`src/common/pxb_pkg.sv`:
```
/*
 * Shared constants and carrier types of the priority pin crossbar.
 * Assumes a 32-bit AHB-Lite register bus and an 8-pin byte-wide port.
 */
package pxb_pkg;

    // ----------------------------------------------------------------
    // port geometry
    // ----------------------------------------------------------------
    localparam int PIN_COUNT = 8;
    localparam int SKIP_BITS = 7;

    // ----------------------------------------------------------------
    // register byte offsets
    // ----------------------------------------------------------------
    localparam logic [7:0] OFS_SKIP_MASK   = 8'h00;
    localparam logic [7:0] OFS_FUNC_SEL_A  = 8'h04;
    localparam logic [7:0] OFS_FUNC_SEL_B  = 8'h08;
    localparam logic [7:0] OFS_OUT_MODE    = 8'h0C;
    localparam logic [7:0] OFS_IN_MODE     = 8'h10;
    localparam logic [7:0] OFS_PORT_LATCH  = 8'h14;
    localparam logic [7:0] OFS_PORT_PINS   = 8'h18;
    localparam int         ADDR_LSB_USED   = 8;

    // ----------------------------------------------------------------
    // reset values
    // ----------------------------------------------------------------
    localparam logic [6:0] RST_SKIP_MASK   = 7'h00;
    localparam logic [7:0] RST_FUNC_SEL_A  = 8'h00;
    localparam logic [7:0] RST_FUNC_SEL_B  = 8'h00;
    localparam logic [7:0] RST_OUT_MODE    = 8'h00;
    localparam logic [7:0] RST_IN_MODE     = 8'hFF;
    localparam logic [7:0] RST_PORT_LATCH  = 8'hFF;

    // ----------------------------------------------------------------
    // field positions
    // ----------------------------------------------------------------
    localparam int SEL_A_UTX      = 0;
    localparam int SEL_A_URX      = 1;
    localparam int SEL_A_SMB      = 2;
    localparam int SEL_A_SYSCLK   = 3;
    localparam int SEL_A_CMP      = 4;
    localparam int SEL_A_CMP_ASYN = 5;
    localparam int SEL_A_CEX_LO   = 6;
    localparam int SEL_A_CEX_HI   = 7;
    localparam int SEL_B_XBAR_EN  = 6;

    // ----------------------------------------------------------------
    // fixed uart pins and counter route codes
    // ----------------------------------------------------------------
    localparam int         UART_TX_PIN = 4;
    localparam int         UART_RX_PIN = 5;
    localparam logic [1:0] CEX_NONE    = 2'h0;
    localparam logic [1:0] CEX_ONE     = 2'h1;
    localparam logic [1:0] CEX_TWO     = 2'h2;

    // ----------------------------------------------------------------
    // pin function codes, listed in priority order
    // ----------------------------------------------------------------
    typedef logic [3:0] pxb_fn_type;
    localparam pxb_fn_type FN_GPIO   = 4'h0;
    localparam pxb_fn_type FN_UTX    = 4'h1;
    localparam pxb_fn_type FN_URX    = 4'h2;
    localparam pxb_fn_type FN_SDA    = 4'h3;
    localparam pxb_fn_type FN_SCL    = 4'h4;
    localparam pxb_fn_type FN_CMP    = 4'h5;
    localparam pxb_fn_type FN_CMPA   = 4'h6;
    localparam pxb_fn_type FN_SYSCLK = 4'h7;
    localparam pxb_fn_type FN_CEX0   = 4'h8;
    localparam pxb_fn_type FN_CEX1   = 4'h9;
    localparam pxb_fn_type FN_CEX2   = 4'hA;
    localparam int         FN_FIRST_SCANNED = 3;
    localparam int         FN_LAST          = 10;

    // ----------------------------------------------------------------
    // AHB-Lite codes
    // ----------------------------------------------------------------
    localparam logic [1:0] HTRANS_NONSEQ = 2'h2;
    localparam logic       HRESP_OKAY    = 1'b0;

    // ----------------------------------------------------------------
    // carriers between peripherals and crossbar
    // ----------------------------------------------------------------
    typedef struct packed {
        logic       utx;
        logic       sda;
        logic       scl;
        logic       cmp;
        logic       cmp_asyn;
        logic       sysclk;
        logic [2:0] cex;
    } pxb_drive_type;

    typedef struct packed {
        logic       urx;
        logic       sda;
        logic       scl;
        logic [2:0] cex;
    } pxb_sense_type;

endpackage

```
`src/rtl/pxb_crossbar.sv`:
```
/*
 * Priority pin crossbar with AHB-Lite register slave.
 * Assumes one clock, synchronous pin inputs and a pad ring that resolves
 * each pin from its output and output enable.
 */
// Implementation choices: register access over AHB-Lite and the address map.
`timescale 1ns/1ps
module pxb_crossbar
    import pxb_pkg::*;
(
    input  wire logic          sys_clk_i,
    input  wire logic          nrst_i,
    input  wire logic          hsel_i,
    input  wire logic [31:0]   haddr_i,
    input  wire logic [1:0]    htrans_i,
    input  wire logic          hwrite_i,
    input  wire logic [2:0]    hsize_i,
    input  wire logic [31:0]   hwdata_i,
    input  wire logic          hready_i,
    output logic      [31:0]   hrdata_o,
    output logic               hreadyout_o,
    output logic               hresp_o,
    input  wire pxb_drive_type drive_i,
    output pxb_sense_type      sense_o,
    input  wire logic [7:0]    pin_in_i,
    output logic      [7:0]    pin_out_o,
    output logic      [7:0]    pin_oe_o
);

    // ----------------------------------------------------------------
    // registers
    // ----------------------------------------------------------------
    logic [6:0]       pin_skip_mask_reg;
    logic [7:0]       function_select_a_reg;
    logic [7:0]       function_select_b_reg;
    logic [7:0]       port_output_mode_reg;
    logic [7:0]       port_input_mode_reg;
    logic [7:0]       port_latch_reg;
    logic             wr_pend_reg;
    logic             rd_pend_reg;
    logic [7:0]       addr_reg;
    logic             crossbar_enable_bit;
    logic [1:0]       counter_array_route_field;
    logic [10:0]      want;
    pxb_fn_type       fn_map   [PIN_COUNT];
    logic [7:0]       taken;
    logic [7:0]       assigned_vec;
    logic [7:0]       od_vec;
    logic [7:0]       val_vec;
    logic [7:0]       oe_next;
    logic [7:0]       out_next;
    pxb_sense_type    sense_next;
    logic [31:0]      rd_value;

    assign crossbar_enable_bit       = function_select_b_reg[SEL_B_XBAR_EN];
    assign counter_array_route_field = function_select_a_reg[SEL_A_CEX_HI:SEL_A_CEX_LO];

    // ----------------------------------------------------------------
    // AHB-Lite slave: writes zero wait, reads one wait state
    // ----------------------------------------------------------------
    always_ff @(posedge sys_clk_i) begin
        if (!nrst_i) begin
            wr_pend_reg <= 1'b0;
            rd_pend_reg <= 1'b0;
            addr_reg    <= 8'h00;
        end else begin
            wr_pend_reg <= 1'b0;
            rd_pend_reg <= 1'b0;
            if (hsel_i && hready_i && htrans_i == HTRANS_NONSEQ) begin
                wr_pend_reg <= hwrite_i;
                rd_pend_reg <= !hwrite_i;
                addr_reg    <= haddr_i[ADDR_LSB_USED-1:0];
            end
        end
    end

    always_ff @(posedge sys_clk_i) begin
        if (!nrst_i) begin
            hreadyout_o <= 1'b1;
            hresp_o     <= HRESP_OKAY;
        end else begin
            hresp_o     <= HRESP_OKAY;
            hreadyout_o <= !(hsel_i && hready_i && htrans_i == HTRANS_NONSEQ && !hwrite_i);
        end
    end

    always_comb begin
        rd_value = 32'h0000_0000;
        unique case (addr_reg)
            OFS_SKIP_MASK:  rd_value[SKIP_BITS-1:0] = pin_skip_mask_reg;
            OFS_FUNC_SEL_A: rd_value[7:0] = function_select_a_reg;
            OFS_FUNC_SEL_B: rd_value[7:0] = function_select_b_reg;
            OFS_OUT_MODE:   rd_value[7:0] = port_output_mode_reg;
            OFS_IN_MODE:    rd_value[7:0] = port_input_mode_reg;
            OFS_PORT_LATCH: rd_value[7:0] = port_latch_reg;
            OFS_PORT_PINS:  rd_value[7:0] = pin_in_i;
            default:        rd_value = 32'h0000_0000;
        endcase
    end

    always_ff @(posedge sys_clk_i) begin
        if (!nrst_i) begin
            hrdata_o <= 32'h0000_0000;
        end else if (rd_pend_reg) begin
            hrdata_o <= rd_value;
        end
    end

    always_ff @(posedge sys_clk_i) begin
        if (!nrst_i) begin
            pin_skip_mask_reg     <= RST_SKIP_MASK;
            function_select_a_reg <= RST_FUNC_SEL_A;
            function_select_b_reg <= RST_FUNC_SEL_B;
            port_output_mode_reg  <= RST_OUT_MODE;
            port_input_mode_reg   <= RST_IN_MODE;
            port_latch_reg        <= RST_PORT_LATCH;
        end else if (wr_pend_reg) begin
            unique case (addr_reg)
                OFS_SKIP_MASK:  pin_skip_mask_reg     <= hwdata_i[SKIP_BITS-1:0];
                OFS_FUNC_SEL_A: function_select_a_reg <= hwdata_i[7:0];
                OFS_FUNC_SEL_B: function_select_b_reg <= hwdata_i[7:0];
                OFS_OUT_MODE:   port_output_mode_reg  <= hwdata_i[7:0];
                OFS_IN_MODE:    port_input_mode_reg   <= hwdata_i[7:0];
                OFS_PORT_LATCH: port_latch_reg        <= hwdata_i[7:0];
                default:        ;
            endcase
        end
    end

    // ----------------------------------------------------------------
    // function requests
    // ----------------------------------------------------------------
    always_comb begin
        want                 = '0;
        want[FN_UTX]         = function_select_a_reg[SEL_A_UTX];
        want[FN_URX]         = function_select_a_reg[SEL_A_URX];
        want[FN_SDA]         = function_select_a_reg[SEL_A_SMB];
        want[FN_SCL]         = function_select_a_reg[SEL_A_SMB];
        want[FN_CMP]         = function_select_a_reg[SEL_A_CMP];
        want[FN_CMPA]        = function_select_a_reg[SEL_A_CMP_ASYN];
        want[FN_SYSCLK]      = function_select_a_reg[SEL_A_SYSCLK];
        want[FN_CEX0]        = counter_array_route_field != CEX_NONE;
        want[FN_CEX1]        = counter_array_route_field != CEX_NONE
                             && counter_array_route_field != CEX_ONE;
        want[FN_CEX2]        = counter_array_route_field != CEX_NONE
                             && counter_array_route_field != CEX_ONE
                             && counter_array_route_field != CEX_TWO;
    end

    // ----------------------------------------------------------------
    // priority decode
    // ----------------------------------------------------------------
    always_comb begin
        logic found;
        found = 1'b0;
        taken = {1'b0, pin_skip_mask_reg};
        for (int p = 0; p < PIN_COUNT; p++) begin
            fn_map[p] = FN_GPIO;
        end
        if (want[FN_UTX]) begin
            fn_map[UART_TX_PIN] = FN_UTX;
            taken[UART_TX_PIN]  = 1'b1;
        end
        if (want[FN_URX]) begin
            fn_map[UART_RX_PIN] = FN_URX;
            taken[UART_RX_PIN]  = 1'b1;
        end
        for (int f = FN_FIRST_SCANNED; f <= FN_LAST; f++) begin
            found = 1'b0;
            if (want[f]) begin
                for (int p = 0; p < PIN_COUNT; p++) begin
                    if (!found && !taken[p]) begin
                        fn_map[p] = pxb_fn_type'(f);
                        taken[p]  = 1'b1;
                        found     = 1'b1;
                    end
                end
            end
        end
    end

    // ----------------------------------------------------------------
    // pin drive and sense selection
    // ----------------------------------------------------------------
    always_comb begin
        sense_next = '{urx: 1'b1, sda: 1'b1, scl: 1'b1, cex: 3'h0};
        for (int p = 0; p < PIN_COUNT; p++) begin
            assigned_vec[p] = fn_map[p] != FN_GPIO;
            od_vec[p]       = !port_output_mode_reg[p]
                            || fn_map[p] == FN_SDA || fn_map[p] == FN_SCL;
            unique case (fn_map[p])
                FN_UTX:    val_vec[p] = drive_i.utx;
                FN_SDA:    val_vec[p] = drive_i.sda;
                FN_SCL:    val_vec[p] = drive_i.scl;
                FN_CMP:    val_vec[p] = drive_i.cmp;
                FN_CMPA:   val_vec[p] = drive_i.cmp_asyn;
                FN_SYSCLK: val_vec[p] = drive_i.sysclk;
                FN_CEX0:   val_vec[p] = drive_i.cex[0];
                FN_CEX1:   val_vec[p] = drive_i.cex[1];
                FN_CEX2:   val_vec[p] = drive_i.cex[2];
                default:   val_vec[p] = port_latch_reg[p];
            endcase
            if (!crossbar_enable_bit || !port_input_mode_reg[p]
                || fn_map[p] == FN_URX) begin
                oe_next[p]  = 1'b0;
                out_next[p] = 1'b0;
            end else if (od_vec[p]) begin
                oe_next[p]  = !val_vec[p];
                out_next[p] = 1'b0;
            end else begin
                oe_next[p]  = 1'b1;
                out_next[p] = val_vec[p];
            end
            if (crossbar_enable_bit) begin
                unique case (fn_map[p])
                    FN_URX:  sense_next.urx    = pin_in_i[p];
                    FN_SDA:  sense_next.sda    = pin_in_i[p];
                    FN_SCL:  sense_next.scl    = pin_in_i[p];
                    FN_CEX0: sense_next.cex[0] = pin_in_i[p];
                    FN_CEX1: sense_next.cex[1] = pin_in_i[p];
                    FN_CEX2: sense_next.cex[2] = pin_in_i[p];
                    default: ;
                endcase
            end
        end
    end

    always_ff @(posedge sys_clk_i) begin
        if (!nrst_i) begin
            pin_oe_o  <= 8'h00;
            pin_out_o <= 8'h00;
            sense_o   <= '{urx: 1'b1, sda: 1'b1, scl: 1'b1, cex: 3'h0};
        end else begin
            pin_oe_o  <= oe_next;
            pin_out_o <= out_next;
            sense_o   <= sense_next;
        end
    end

    logic [7:0] free_base;
    logic [7:0] lowest_free;
    logic [7:0] sda_at;
    logic [7:0] scl_at;
    logic [7:0] cex0_at;
    logic [7:0] cex1_at;
    logic [7:0] cex2_at;

    // pins left for the scanned functions once skips and uart are out
    always_comb begin
        free_base = ~{1'b0, pin_skip_mask_reg};
        if (want[FN_UTX]) begin
            free_base[UART_TX_PIN] = 1'b0;
        end
        if (want[FN_URX]) begin
            free_base[UART_RX_PIN] = 1'b0;
        end
    end
    assign lowest_free = free_base & (~free_base + 8'h01);

    // one-hot pin position of bus data, bus clock and each counter channel
    always_comb begin
        for (int p = 0; p < PIN_COUNT; p++) begin
            sda_at[p]  = fn_map[p] == FN_SDA;
            scl_at[p]  = fn_map[p] == FN_SCL;
            cex0_at[p] = fn_map[p] == FN_CEX0;
            cex1_at[p] = fn_map[p] == FN_CEX1;
            cex2_at[p] = fn_map[p] == FN_CEX2;
        end
    end
endmodule

```
`config.mk`:
```
export PLATFORM = sky130hd
export DESIGN_NAME = pxb_crossbar
export DESIGN_NICKNAME = d
export VERILOG_FILES = /design/src/common/pxb_pkg.sv /design/src/rtl/pxb_crossbar.sv
export SDC_FILE = /design/constraint.sdc
export NUM_CORES = 1
export LEC_CHECK = 0
export ABC_AREA = 1
export BUFFER_PORTS_ARGS = -buffer_cell sky130_fd_sc_hd__buf_2
export CAP_MARGIN = 25
export CORE_AREA = 10 10 113 115
export CTS_CLUSTER_DIAMETER = 80
export DETAILED_ROUTE_END_ITERATION = 8
export DIE_AREA = 0 0 123 125
export PLACE_DENSITY = 0.78
export SLEW_MARGIN = 20
export SYNTH_ARGS = -nofsm -noshare
export SYNTH_HDL_FRONTEND = slang
export SYNTH_SLANG_ARGS = --single-unit
```
`constraint.sdc`:
```
create_clock -name sys_clk_i -period 2.5 [get_ports sys_clk_i]
set_input_delay 0.125 -clock sys_clk_i [delete_from_list [all_inputs] [get_ports sys_clk_i]]
set_output_delay 0.125 -clock sys_clk_i [all_outputs]
set_load 0.01 [all_outputs]
```
==> results.yml <==
setup_path:
  crit_path_start_kind: "flip-flop"
  path_cells: "inv_2 -> nor2_2 -> nor2_2 -> nor2_2 -> nand2_1 -> nor2_1 -> nor2_1 -> nor2_2 -> nor2_1 -> nand2_1 -> nand2_1 -> nand2_1 -> nor2_2 -> buf_4 -> nor2_1 -> nand4_1 -> nand3_1 -> nand2_1"
  critPathMaxStageDelay_ps: 420
  criticalPathCategory: "flip-flop to flip-flop"
  end_kind: "flip-flop"
  crit_path_top_delay_cell: "dfxtp_4"
  critPathTopFamily: "simple AND/OR/NAND/NOR gates"
  crit_cells: 18
  cp_data_required_time_ps: 2760
  rr_worst_depth: 18
  path_buf_inv: 2
  path_max_fanout: 7
  critPathArrivalTime_ps: 2780
timing:
  period_share_pct: 101
  holdWs_ps: 43.2
  setup_ws_ps: -22.5
  rsz0062_at_grt: "true"
  worst_slew_pin_slew_ps: 537
  skew_ps: 5.46
  setup_viol: 2
  period_minus_slack_ps: 2520
  finalHoldViolations: 0
  slew_viol_final: 0
  fmax_ghz: 0.396
  slew-limit-headroom_pct: 64.1
outcome:
  violations: "setup timing"
  status: "finished, violations left"
logic_synthesis:
  syn_inst: 883
  synth.distinct_cells: 42
  synth_commonest_cells: "nand2_1 (179), nor2_1 (152), inv_1 (97)"
  synth_flop_cell: "dfxtp_1"
  synth_edf_count: 0
  ys_seq_area_share_pct: 31.5
  synth-seq-cells: 88
  synth_warnings: 0
  post-synth-top-count-cell: "nand2_1"
  synthTopCellsByArea: "dfxtp_1 (31%), nand2_1 (12%), nor2_1 (10%)"
  async_reset_ff_share_pct: 0
  syn_avg_cell_area_sq_um: 6.34
  synth_area_sq_mm: 0.00560
  synth_top_area_cell: "dfxtp_1"
  synth_top_area_share_pct: 31.5
worst_hold_path:
  holdPathStages: 3
  hold_class: "primary input to flip-flop"
route:
  ant_nets: 0
  first_pass_iters: 6
  num_vias: 6397
  via_per_inst: 5.44
  drt_iter0_drc: 715
  wirelength_um: 18600
  drc: 0
  wl_per_cell_um: 15.9
cells_and_area:
  n_antenna_cell: 0
  area_growth_pct: 24.5
  drive_above_1_share_pct: 26.2
  nets: 1121
  multi_input_area_sq_mm: 0.00340
  final_cells: 1175
  fillers: 994
  fin_area_sq_mm: 0.00697
  seq_area_sq_mm: 0.00178
power:
  powerDensity_mw_per_mm2: 385
  power.total_w: 0.00268
  p_leak_nw: 3.56
  ir_worst_vdd_mv: 0.370
place:
  preCtsSetupSlack_ps: -104
  port_buffers: 70
  dp.cells: 1149
  dp.final_hpwl_um: 14800
  gp_congestion: 1.01
  placed_cell_area_sq_mm: 0.00650
run:
  cap_violations: 0
clock_tree:
  clockBufferDepth: 2
  clk_pin_slew_worst_paths_ps: 90
  cts-buffers-inserted: 9
  insertion_delay_ps: 360
  h-tree-depth: 3
  cts_tree: "done"
  clock_tree.root_cell: "clkbuf_8"
  cts.sinks: 88
global_routing:
  grt_pass1_wl_um: 29500
  grt_antenna_before_repair: 0
  use_met1_pct: 30.4
  busiest_layer: "met2"
  grt_use_total_pct: 23.5
  grtUsageMet2_pct: 38.0
  grt_pass1_vias: 6078
  grtUsageMet3_pct: 4.05
  grt-ovfl-total: 0
  grt_max_degree: 47
floorplanning:
  die_h_um: 125
  die_x_um: 123
  io_pins: 147
  rows: 38
  dieArea_sq_mm: 0.0154
  start_util_pct: 52.8
  coreArea_sq_mm: 0.0106
[power by group]
part / switching [W] / leakage, nW / internal [W]
Combinational: 0.000150 / 2.73 / 0.0000620
Clock: 0.000499 / 0.110 / 0.000560
Sequential: 0.00000563 / 0.714 / 0.00140
Total: 0.000655 / 3.56 / 0.00203
[cell families after synthesis]
group | share of synthesized area, %
AOI/OAI and AO/OA | 18.1
buffers and inverters | 12.2
DFF | 31.5
muxes | 0.179
other | 0.0670
and+or+nand+nor | 38.0
[stage by stage]
step	setup TNS (ps)	util [%]
floorplan	0	-
global placement	-262	61.3
detailed placement	-640	61.3
CTS	-2.77	64.4
global route	-2270	65.8
finish	-33.5	65.8
[cell type report]
| type | instances | share of cell area (%) |
|---|---|---|
| multi-input cells | 667 | 48.8 |
| flip-flops and latches | 88 | 25.5 |
| repair buffers | 153 | 14.2 |
| inverters | 111 | 5.98 |
| well taps | 140 | 2.51 |
| clock buffers | 10 | 1.83 |
| clock inverters | 6 | 1.20 |
[cells in the final DEF, fill, tap and decap left out, types with 4 or more instances in the layout]
cell type      instances
o211ai_1              11
nor3_1                17
buf_4                 76
o21ai_0               63
o221ai_1               6
nand3_2                4
nor2_4                18
nor2_1               137
clkbuf_8               9
a221oi_1               7
inv_2                 11
nand4_1               16
o21ai_1                5
a21oi_1               43
a31oi_1                5
dfxtp_1               83
o22ai_1               12
buf_2                 70
dlygate4sd3_1          7
nand2_1              163
nor2_2                26
conb_1                25
nand2_2               35
nand3_1               41
inv_1                 97
o2111ai_1              5
[worst paths after layout]
| path | start | endpoint | slack [ps] |
|---|---|---|---|
| max | function_select_a_reg[2] | pin_oe_o[7] | -20 |
| min | haddr_i[2] | addr_reg[2] | 40 |
| max reg2reg | function_select_a_reg[2] | pin_oe_o[7] | -20 |
| min reg2reg | hrdata_o[2] | hrdata_o[2] | 470 |
[layer usage]
metal / share of wire (%) / vias to the layer above
li1: - / 3156
met2: 47 / 287
met5: 0 / -
met1: 42 / 2907
met3: 8.2 / 47
met4: 3.2 / 0
[tightest hold or removal path: cells and delay by family]
| family | cells | cell delay, ps |
|---|---|---|
| compound gates | 2 | 180 |
| buf+inv | 1 | 70 |
[repair_timing]
action / CTS / global route
endpoints found under the setup margin: 13 / 17
resized for setup: 17 / 43
setup buffers: 1 / 2
pin swaps: 2 / 5
cloned: 0 / 0
hold buffers: 7 / 0
endpoints found under the hold margin: 8 / 0
No activity file was read; power rests on OpenSTA's default activity.
